<file path="src/hdl/irq_prio_defines.svh">
`ifndef IRQ_PRIO_DEFINES_SVH
`define IRQ_PRIO_DEFINES_SVH

// register word offsets on the plain register port
`define LOW_VOLTAGE_IRQ_PRIORITY_OFS    4'h0
`define CHARGE_TIME_IRQ_PRIORITY_OFS    4'h1
`define UART3_IRQ_PRIORITY_OFS          4'h2
`define UART4_ERR_USB_I2C3_PRIORITY_OFS 4'h3
`define SPI3_UART4_IRQ_PRIORITY_OFS     4'h4

// field low-bit positions inside a 16-bit register
`define PRIO_FIELD_LSB_0 0
`define PRIO_FIELD_LSB_1 4
`define PRIO_FIELD_LSB_2 8
`define PRIO_FIELD_LSB_3 12

// every field resets to level 4
`define PRIO_RESET_VALUE 3'h4

// implemented-bit masks per register
`define LOW_VOLTAGE_MASK 16'h0007
`define CHARGE_TIME_MASK 16'h0070
`define UART3_MASK       16'h7770
`define UART4_USB_MASK   16'h7777
`define SPI3_UART4_MASK  16'h7777

`endif

</file>
<file path="src/hdl/irq_prio_pkg.sv">
package irq_prio_pkg;
  typedef logic [2:0] prio_level_t;
  typedef logic [15:0] reg_word_t;
endpackage

</file>
<file path="src/hdl/irq_priority_regs_upper.sv">
// Overview of operation
// - code 111 gives priority level 7
// - codes 001..110 map directly to levels
// - code 000 disables the source entirely
// - unimplemented bits ignore writes, read zero
// - low-voltage field sits in bits 2-0
// - charge-time field sits in bits 6-4
// - usb otg field at bits 10-8
// - spi3 fault field at bits 10-8
// - reset loads level 4 in every field
`include "irq_prio_defines.svh"
`timescale 1ns/1ps
`default_nettype none

module irq_priority_regs_upper
  import irq_prio_pkg::*;
(
  // clock and reset
  input  wire logic        clk,
  input  wire logic        sys_rst,
  // register port
  input  wire logic [3:0]  reg_addr,
  input  wire logic [15:0] reg_wdata,
  input  wire logic        reg_wr,
  input  wire logic        reg_rd,
  output logic      [15:0] reg_rdata,
  // per-source interrupt request from flag and enable
  input  wire logic [13:0] src_pending,
  // per-source priority levels to arbitration, 0 when disabled
  output prio_level_t      low_voltage_prio,
  output prio_level_t      charge_time_prio,
  output prio_level_t      uart3_tx_prio,
  output prio_level_t      uart3_rx_prio,
  output prio_level_t      uart3_err_prio,
  output prio_level_t      uart4_err_prio,
  output prio_level_t      usb_otg_prio,
  output prio_level_t      i2c3_master_prio,
  output prio_level_t      i2c3_slave_prio,
  output prio_level_t      spi3_event_prio,
  output prio_level_t      spi3_fault_prio,
  output prio_level_t      uart4_tx_prio,
  output prio_level_t      uart4_rx_prio,
  output prio_level_t      charge_time_measurement_unit_prio,
  // gated requests toward the cpu
  output logic      [13:0] src_request
);

  // storage, only implemented bits ever become set
  reg_word_t low_voltage_irq_priority;
  reg_word_t charge_time_irq_priority;
  reg_word_t uart3_irq_priority;
  reg_word_t uart4_err_usb_i2c3_priority;
  reg_word_t spi3_uart4_irq_priority;

  // reset images built from the common field value
  localparam reg_word_t RST_ALL = {1'b0, `PRIO_RESET_VALUE, 1'b0, `PRIO_RESET_VALUE,
                                   1'b0, `PRIO_RESET_VALUE, 1'b0, `PRIO_RESET_VALUE};

  // address decode
  wire sel_lv  = (reg_addr == `LOW_VOLTAGE_IRQ_PRIORITY_OFS);
  wire sel_ct  = (reg_addr == `CHARGE_TIME_IRQ_PRIORITY_OFS);
  wire sel_u3  = (reg_addr == `UART3_IRQ_PRIORITY_OFS);
  wire sel_u4  = (reg_addr == `UART4_ERR_USB_I2C3_PRIORITY_OFS);
  wire sel_sp  = (reg_addr == `SPI3_UART4_IRQ_PRIORITY_OFS);

  // masking on write keeps unimplemented bits at zero
  wire reg_word_t wr_lv = reg_wdata & `LOW_VOLTAGE_MASK;
  wire reg_word_t wr_ct = reg_wdata & `CHARGE_TIME_MASK;
  wire reg_word_t wr_u3 = reg_wdata & `UART3_MASK;
  wire reg_word_t wr_u4 = reg_wdata & `UART4_USB_MASK;
  wire reg_word_t wr_sp = reg_wdata & `SPI3_UART4_MASK;

  // register writes
  always_ff @(posedge clk) begin
    if (sys_rst) begin
      low_voltage_irq_priority    <= RST_ALL & `LOW_VOLTAGE_MASK;
      charge_time_irq_priority    <= RST_ALL & `CHARGE_TIME_MASK;
      uart3_irq_priority          <= RST_ALL & `UART3_MASK;
      uart4_err_usb_i2c3_priority <= RST_ALL & `UART4_USB_MASK;
      spi3_uart4_irq_priority     <= RST_ALL & `SPI3_UART4_MASK;
    end else if (reg_wr) begin
      if (sel_lv) low_voltage_irq_priority    <= wr_lv;
      if (sel_ct) charge_time_irq_priority    <= wr_ct;
      if (sel_u3) uart3_irq_priority          <= wr_u3;
      if (sel_u4) uart4_err_usb_i2c3_priority <= wr_u4;
      if (sel_sp) spi3_uart4_irq_priority     <= wr_sp;
    end
  end

  // read mux; unmapped addresses read zero
  wire reg_word_t rd_mux = sel_lv ? low_voltage_irq_priority    :
                           sel_ct ? charge_time_irq_priority    :
                           sel_u3 ? uart3_irq_priority          :
                           sel_u4 ? uart4_err_usb_i2c3_priority :
                           sel_sp ? spi3_uart4_irq_priority     : 16'h0000;

  // read data registered, valid only in the cycle after the strobe
  always_ff @(posedge clk) begin
    if (sys_rst) begin
      reg_rdata <= 16'h0000;
    end else begin
      reg_rdata <= reg_rd ? rd_mux : 16'h0000;
    end
  end

  // field extraction; the level is the binary code itself
  assign low_voltage_prio  = low_voltage_irq_priority[`PRIO_FIELD_LSB_0 +: 3];
  assign charge_time_prio  = charge_time_irq_priority[`PRIO_FIELD_LSB_1 +: 3];
  assign charge_time_measurement_unit_prio = charge_time_prio;
  assign uart3_tx_prio     = uart3_irq_priority[`PRIO_FIELD_LSB_3 +: 3];
  assign uart3_rx_prio     = uart3_irq_priority[`PRIO_FIELD_LSB_2 +: 3];
  assign uart3_err_prio    = uart3_irq_priority[`PRIO_FIELD_LSB_1 +: 3];
  assign uart4_err_prio    = uart4_err_usb_i2c3_priority[`PRIO_FIELD_LSB_3 +: 3];
  assign usb_otg_prio      = uart4_err_usb_i2c3_priority[`PRIO_FIELD_LSB_2 +: 3];
  assign i2c3_master_prio  = uart4_err_usb_i2c3_priority[`PRIO_FIELD_LSB_1 +: 3];
  assign i2c3_slave_prio   = uart4_err_usb_i2c3_priority[`PRIO_FIELD_LSB_0 +: 3];
  assign spi3_event_prio   = spi3_uart4_irq_priority[`PRIO_FIELD_LSB_3 +: 3];
  assign spi3_fault_prio   = spi3_uart4_irq_priority[`PRIO_FIELD_LSB_2 +: 3];
  assign uart4_tx_prio     = spi3_uart4_irq_priority[`PRIO_FIELD_LSB_1 +: 3];
  assign uart4_rx_prio     = spi3_uart4_irq_priority[`PRIO_FIELD_LSB_0 +: 3];

  // a zero level blocks the request whatever flag and enable say
  wire prio_level_t lvl [14];
  assign lvl[0]  = low_voltage_prio;
  assign lvl[1]  = charge_time_prio;
  assign lvl[2]  = uart3_tx_prio;
  assign lvl[3]  = uart3_rx_prio;
  assign lvl[4]  = uart3_err_prio;
  assign lvl[5]  = uart4_err_prio;
  assign lvl[6]  = usb_otg_prio;
  assign lvl[7]  = i2c3_master_prio;
  assign lvl[8]  = i2c3_slave_prio;
  assign lvl[9]  = spi3_event_prio;
  assign lvl[10] = spi3_fault_prio;
  assign lvl[11] = uart4_tx_prio;
  assign lvl[12] = uart4_rx_prio;
  assign lvl[13] = charge_time_prio;

  genvar gi;
  generate
    for (gi = 0; gi < 14; gi++) begin : g_gate
      assign src_request[gi] = src_pending[gi] & (lvl[gi] != 3'h0);
    end
  endgenerate

endmodule // irq_priority_regs_upper

`default_nettype wire

</file>
<file path="config.mk">
export PLATFORM = sky130hd
export DESIGN_NAME = irq_priority_regs_upper
export DESIGN_NICKNAME = d
export VERILOG_FILES = /design/src/hdl/irq_prio_pkg.sv /design/src/hdl/irq_priority_regs_upper.sv
export VERILOG_INCLUDE_DIRS = /design/src /design/src/hdl
export SDC_FILE = /design/constraint.sdc
export NUM_CORES = 1
export LEC_CHECK = 0
export ABC_CLOCK_PERIOD_IN_PS = 1240
export BUFFER_PORTS_ARGS = -buffer_cell sky130_fd_sc_hd__buf_2
export CAP_MARGIN = 20
export CORE_AREA = 2 2 79 81
export CTS_CLUSTER_SIZE = 28
export DETAILED_ROUTE_END_ITERATION = 10
export DIE_AREA = 0 0 81 83
export PLACE_DENSITY_LB_ADDON = 0.2
export SYNTH_ARGS = -nofsm -noshare
export SYNTH_HDL_FRONTEND = slang
export SYNTH_SLANG_ARGS = --single-unit
</file>
<file path="constraint.sdc">
create_clock -name clk -period 1.24 [get_ports clk]
set_input_delay 0.062 -clock clk [delete_from_list [all_inputs] [get_ports clk]]
set_output_delay 0.062 -clock clk [all_outputs]
set_load 0.1 [all_outputs]
</file>
==> qor.csv <==
metric,value,unit
"FF+latch count, synth",51,
worst clock skew,9.32,ps
reg2reg setup slack,160,ps
Reg-to-Reg Start,spi3_uart4_irq_priority[5],
HPWL Detailed,5500,um
core outline area,0.00582,mm^2
Pre-antenna DRT Iters,5,
# fillers,527,
Clock Root Buffer,sky130_fd_sc_hd__clkbuf_8,
Layout Area Growth over Synthesis,52.9,%
final core occ,63.0,%
Setup Viol. Count Final,7,
die area,0.00672,mm^2
startpoint type of the worst setup path,register,
IR Drop Worst-Case VDD,0.668,mV
area share of the largest cell type after synthesis,42.6,%
post-route DRC violation count,0,
"leading cell types in the layout, fill and taps excluded","86 x sky130_fd_sc_hd__buf_2, 40 x sky130_fd_sc_hd__buf_4, 33 x sky130_fd_sc_hd__dfxtp_2",
post-synthesis sequential area ratio,42.6,%
count of vias placed by the detailed router,2603,
number of global-route vias before repair,2482,
share of final-layout standard cells stronger than drive strength 1,53.8,%
worst hold path cell count,3,
vertical die dimension,83,um
IO buf count,101,
critical hold path startpoint,reg_wdata[8],
final critical-path required period,1250,ps
RSZ-0062 raised after global routing,yes,
maximum level of the CTS H-tree,2,
Pwr per Cell Area,1020,mW/mm^2
biggest area consumer among synthesized cells,sky130_fd_sc_hd__dfxtp_1,
Final Hold Viols,0,
share of the cycle needed by the critical path after routing,101,%
failing checks,setup timing,
combined area of the multi-input logic cells,0.00135,mm^2
Mapped Area,0.00240,mm^2
Post-DRT Antenna Nets,0,
FF-to-FF path depth,3,
data arrival time of the critical path,1190,ps
main area contributors after synthesis,"sky130_fd_sc_hd__dfxtp_1 43%, sky130_fd_sc_hd__a21oi_1 6.1%, sky130_fd_sc_hd__nand3_1 5.6%",
CTS Sinks,51,
maximum number of pins on one net before global-route repair,40,
most used flip-flop cell after synthesis,sky130_fd_sc_hd__dfxtp_1,
WL per Instance,16.2,um
reported leakage power,0.00159,uW
initial antenna violation count,0,
site row count,28,
per-instance average area after synthesis,8.78,um^2
hold slack,19.1,ps
TritonCTS clock tree,yes,
Max Fclk,0.800,GHz
Fin Setup TNS,-33.9,ps
Post-CTS Hold Buffers,0,
largest fanout of any net on the critical path,4,
clock transition at the registers of the reported paths,100,ps
worst reg2reg endpoint,reg_rdata[5],
final layout net count,433,
class of the most critical setup path,reg2out,
run status,"finished, violations left",
initial core utilization,41.2,%
most common library cell in the layout ignoring fill and taps,sky130_fd_sc_hd__buf_2,
CTS buffer count,5,
synthesized instance count,273,
total congestion overflow,0,
number of DRC markers after the initial detailed-route iteration,176,
worst endpoint required time,1180,ps
total I/O pin count,110,
wire length after detailed routing,7630,um
Async SR Flop Fraction,0,%
worst-case clock buffer depth,2,
vias per cell,5.53,
number of slew-limit violations in the final report,0,
total design power,3730,uW
GRT Total Usage,23.3,%
terminating pin of the worst hold path,spi3_uart4_irq_priority[8],
Synthesis Warnings,0,
first-pass GRT wire length,12300,um
global placement routability congestion,0.841,
Netlist cell types,37,
clk_lat worst skew,310,ps
storage element area,0.00108,mm^2
number of diodes added for antenna fixing,0,
minimum setup slack in the final design,-10.5,ps
endpoint kind of the worst setup timing path,primary output,
max capacitance violation total,0,
Die Span X,81,um
number of enable-type register cells in the synthesized netlist,0,
kind of path behind the tightest hold check,in2reg,
==> worst max-delay path by stage <==
stage | slack (ps) | startpoint | end
after detailed placement | -50 | reg_addr[2] | low_voltage_irq_priority[2]
after global placement | -10 | reg_addr[2] | low_voltage_irq_priority[2]
after CTS | -20 | charge_time_irq_priority[5] | src_request[13]
final | -10 | charge_time_irq_priority[5] | src_request[13]
after global routing | -50 | charge_time_irq_priority[5] | src_request[13]
after floorplan | 20 | charge_time_irq_priority[6] | src_request[13]
==> sequential cells by signal, summed over array words and instances, names as in the netlist <==
register,flops
spi3_uart4_irq_priority,12
low_voltage_irq_priority,3
uart4_err_usb_i2c3_priority,12
charge_time_irq_priority,3
reg_rdata,12
uart3_irq_priority,9
==> report_power, final <==
part / internal (uW) / switching (uW) / total, uW
Combinational: 326 / 707 / 1030
Clock: 459 / 561 / 1020
Sequential: 1650 / 26.0 / 1680
==> cells in the mapped netlist (2+ instances only) <==
cell and n:
sky130_fd_sc_hd__o31a_1 12, sky130_fd_sc_hd__or3b_1 2, sky130_fd_sc_hd__or3_1 2, sky130_fd_sc_hd__buf_4 10, sky130_fd_sc_hd__clkbuf_1 7, sky130_fd_sc_hd__and3_1 11
sky130_fd_sc_hd__o31ai_1 2, sky130_fd_sc_hd__nor2b_1 6, sky130_fd_sc_hd__a21oi_1 29, sky130_fd_sc_hd__nand3_1 27, sky130_fd_sc_hd__a22oi_1 8, sky130_fd_sc_hd__nor3b_2 2
sky130_fd_sc_hd__dfxtp_1 51, sky130_fd_sc_hd__o21ai_1 14, sky130_fd_sc_hd__mux2_2 3, sky130_fd_sc_hd__nor2_1 11, sky130_fd_sc_hd__o221a_1 2, sky130_fd_sc_hd__a211o_1 11
sky130_fd_sc_hd__nand2_1 4, sky130_fd_sc_hd__o21ai_0 11, sky130_fd_sc_hd__buf_2 13, sky130_fd_sc_hd__a22o_1 3, sky130_fd_sc_hd__nand2b_1 7, sky130_fd_sc_hd__nor3_1 9
sky130_fd_sc_hd__nand3b_1 4
==> logic make-up (layout without fill, tap and decap cells) <==
| kind of cell | count (synthesis) | after routing | synth area share [%] |
|---|---|---|---|
| flops | 51 | 51 | 42.6 |
| buf+inv | 31 | 151 | 7.10 |
| mux | 3 | 3 | 1.41 |
| other cells | 1 | 4 | 0.156 |
| compound gates | 97 | 97 | 26.9 |
| simple gates | 90 | 90 | 21.8 |
==> layer usage <==
layer  vias up  wire length (um)  track usage [%]
li1       1250                 -                -
met1      1235              3230             32.1
met2       112              3730             36.8
met3         6               602             4.24
met4         0                77             6.93
met5         -                 0                0
==> cell type report <==
| cell class | instances | share of cell area, % |
|---|---|---|
| clock inverter | 1 | 0.239 |
| multi-input combinational | 194 | 36.8 |
| inverter | 1 | 0.102 |
| tap | 75 | 2.56 |
| clock buffer | 7 | 2.36 |
| timing repair buffer | 142 | 28.3 |
| sequential | 51 | 29.6 |
==> metrics by stage <==
step	cells	instance area (um^2)	setup WS [ps]
after global placement	450	3250	-10.7
after detailed placement	450	3250	-47.6
final	471	3660	-10.5
after global routing	471	3660	-54.8
after CTS	470	3650	-23.6
after floorplan	276	2600	21.4
==> timing repair <==
action | in CTS | in global routing
endpoints found under the setup margin | 14 | 15
gates resized for setup | 59 | 1
buffers inserted | 12 | 1
pin swaps | 5 | 0
==> worst max-delay path, stage by stage, from the launching register on <==
cell and delay (ps):
sky130_fd_sc_hd__dfxtp_4 360, sky130_fd_sc_hd__nor3_4 280, sky130_fd_sc_hd__nor2b_4 80, sky130_fd_sc_hd__buf_12 170
No activity file was read; power rests on OpenSTA's default activity.
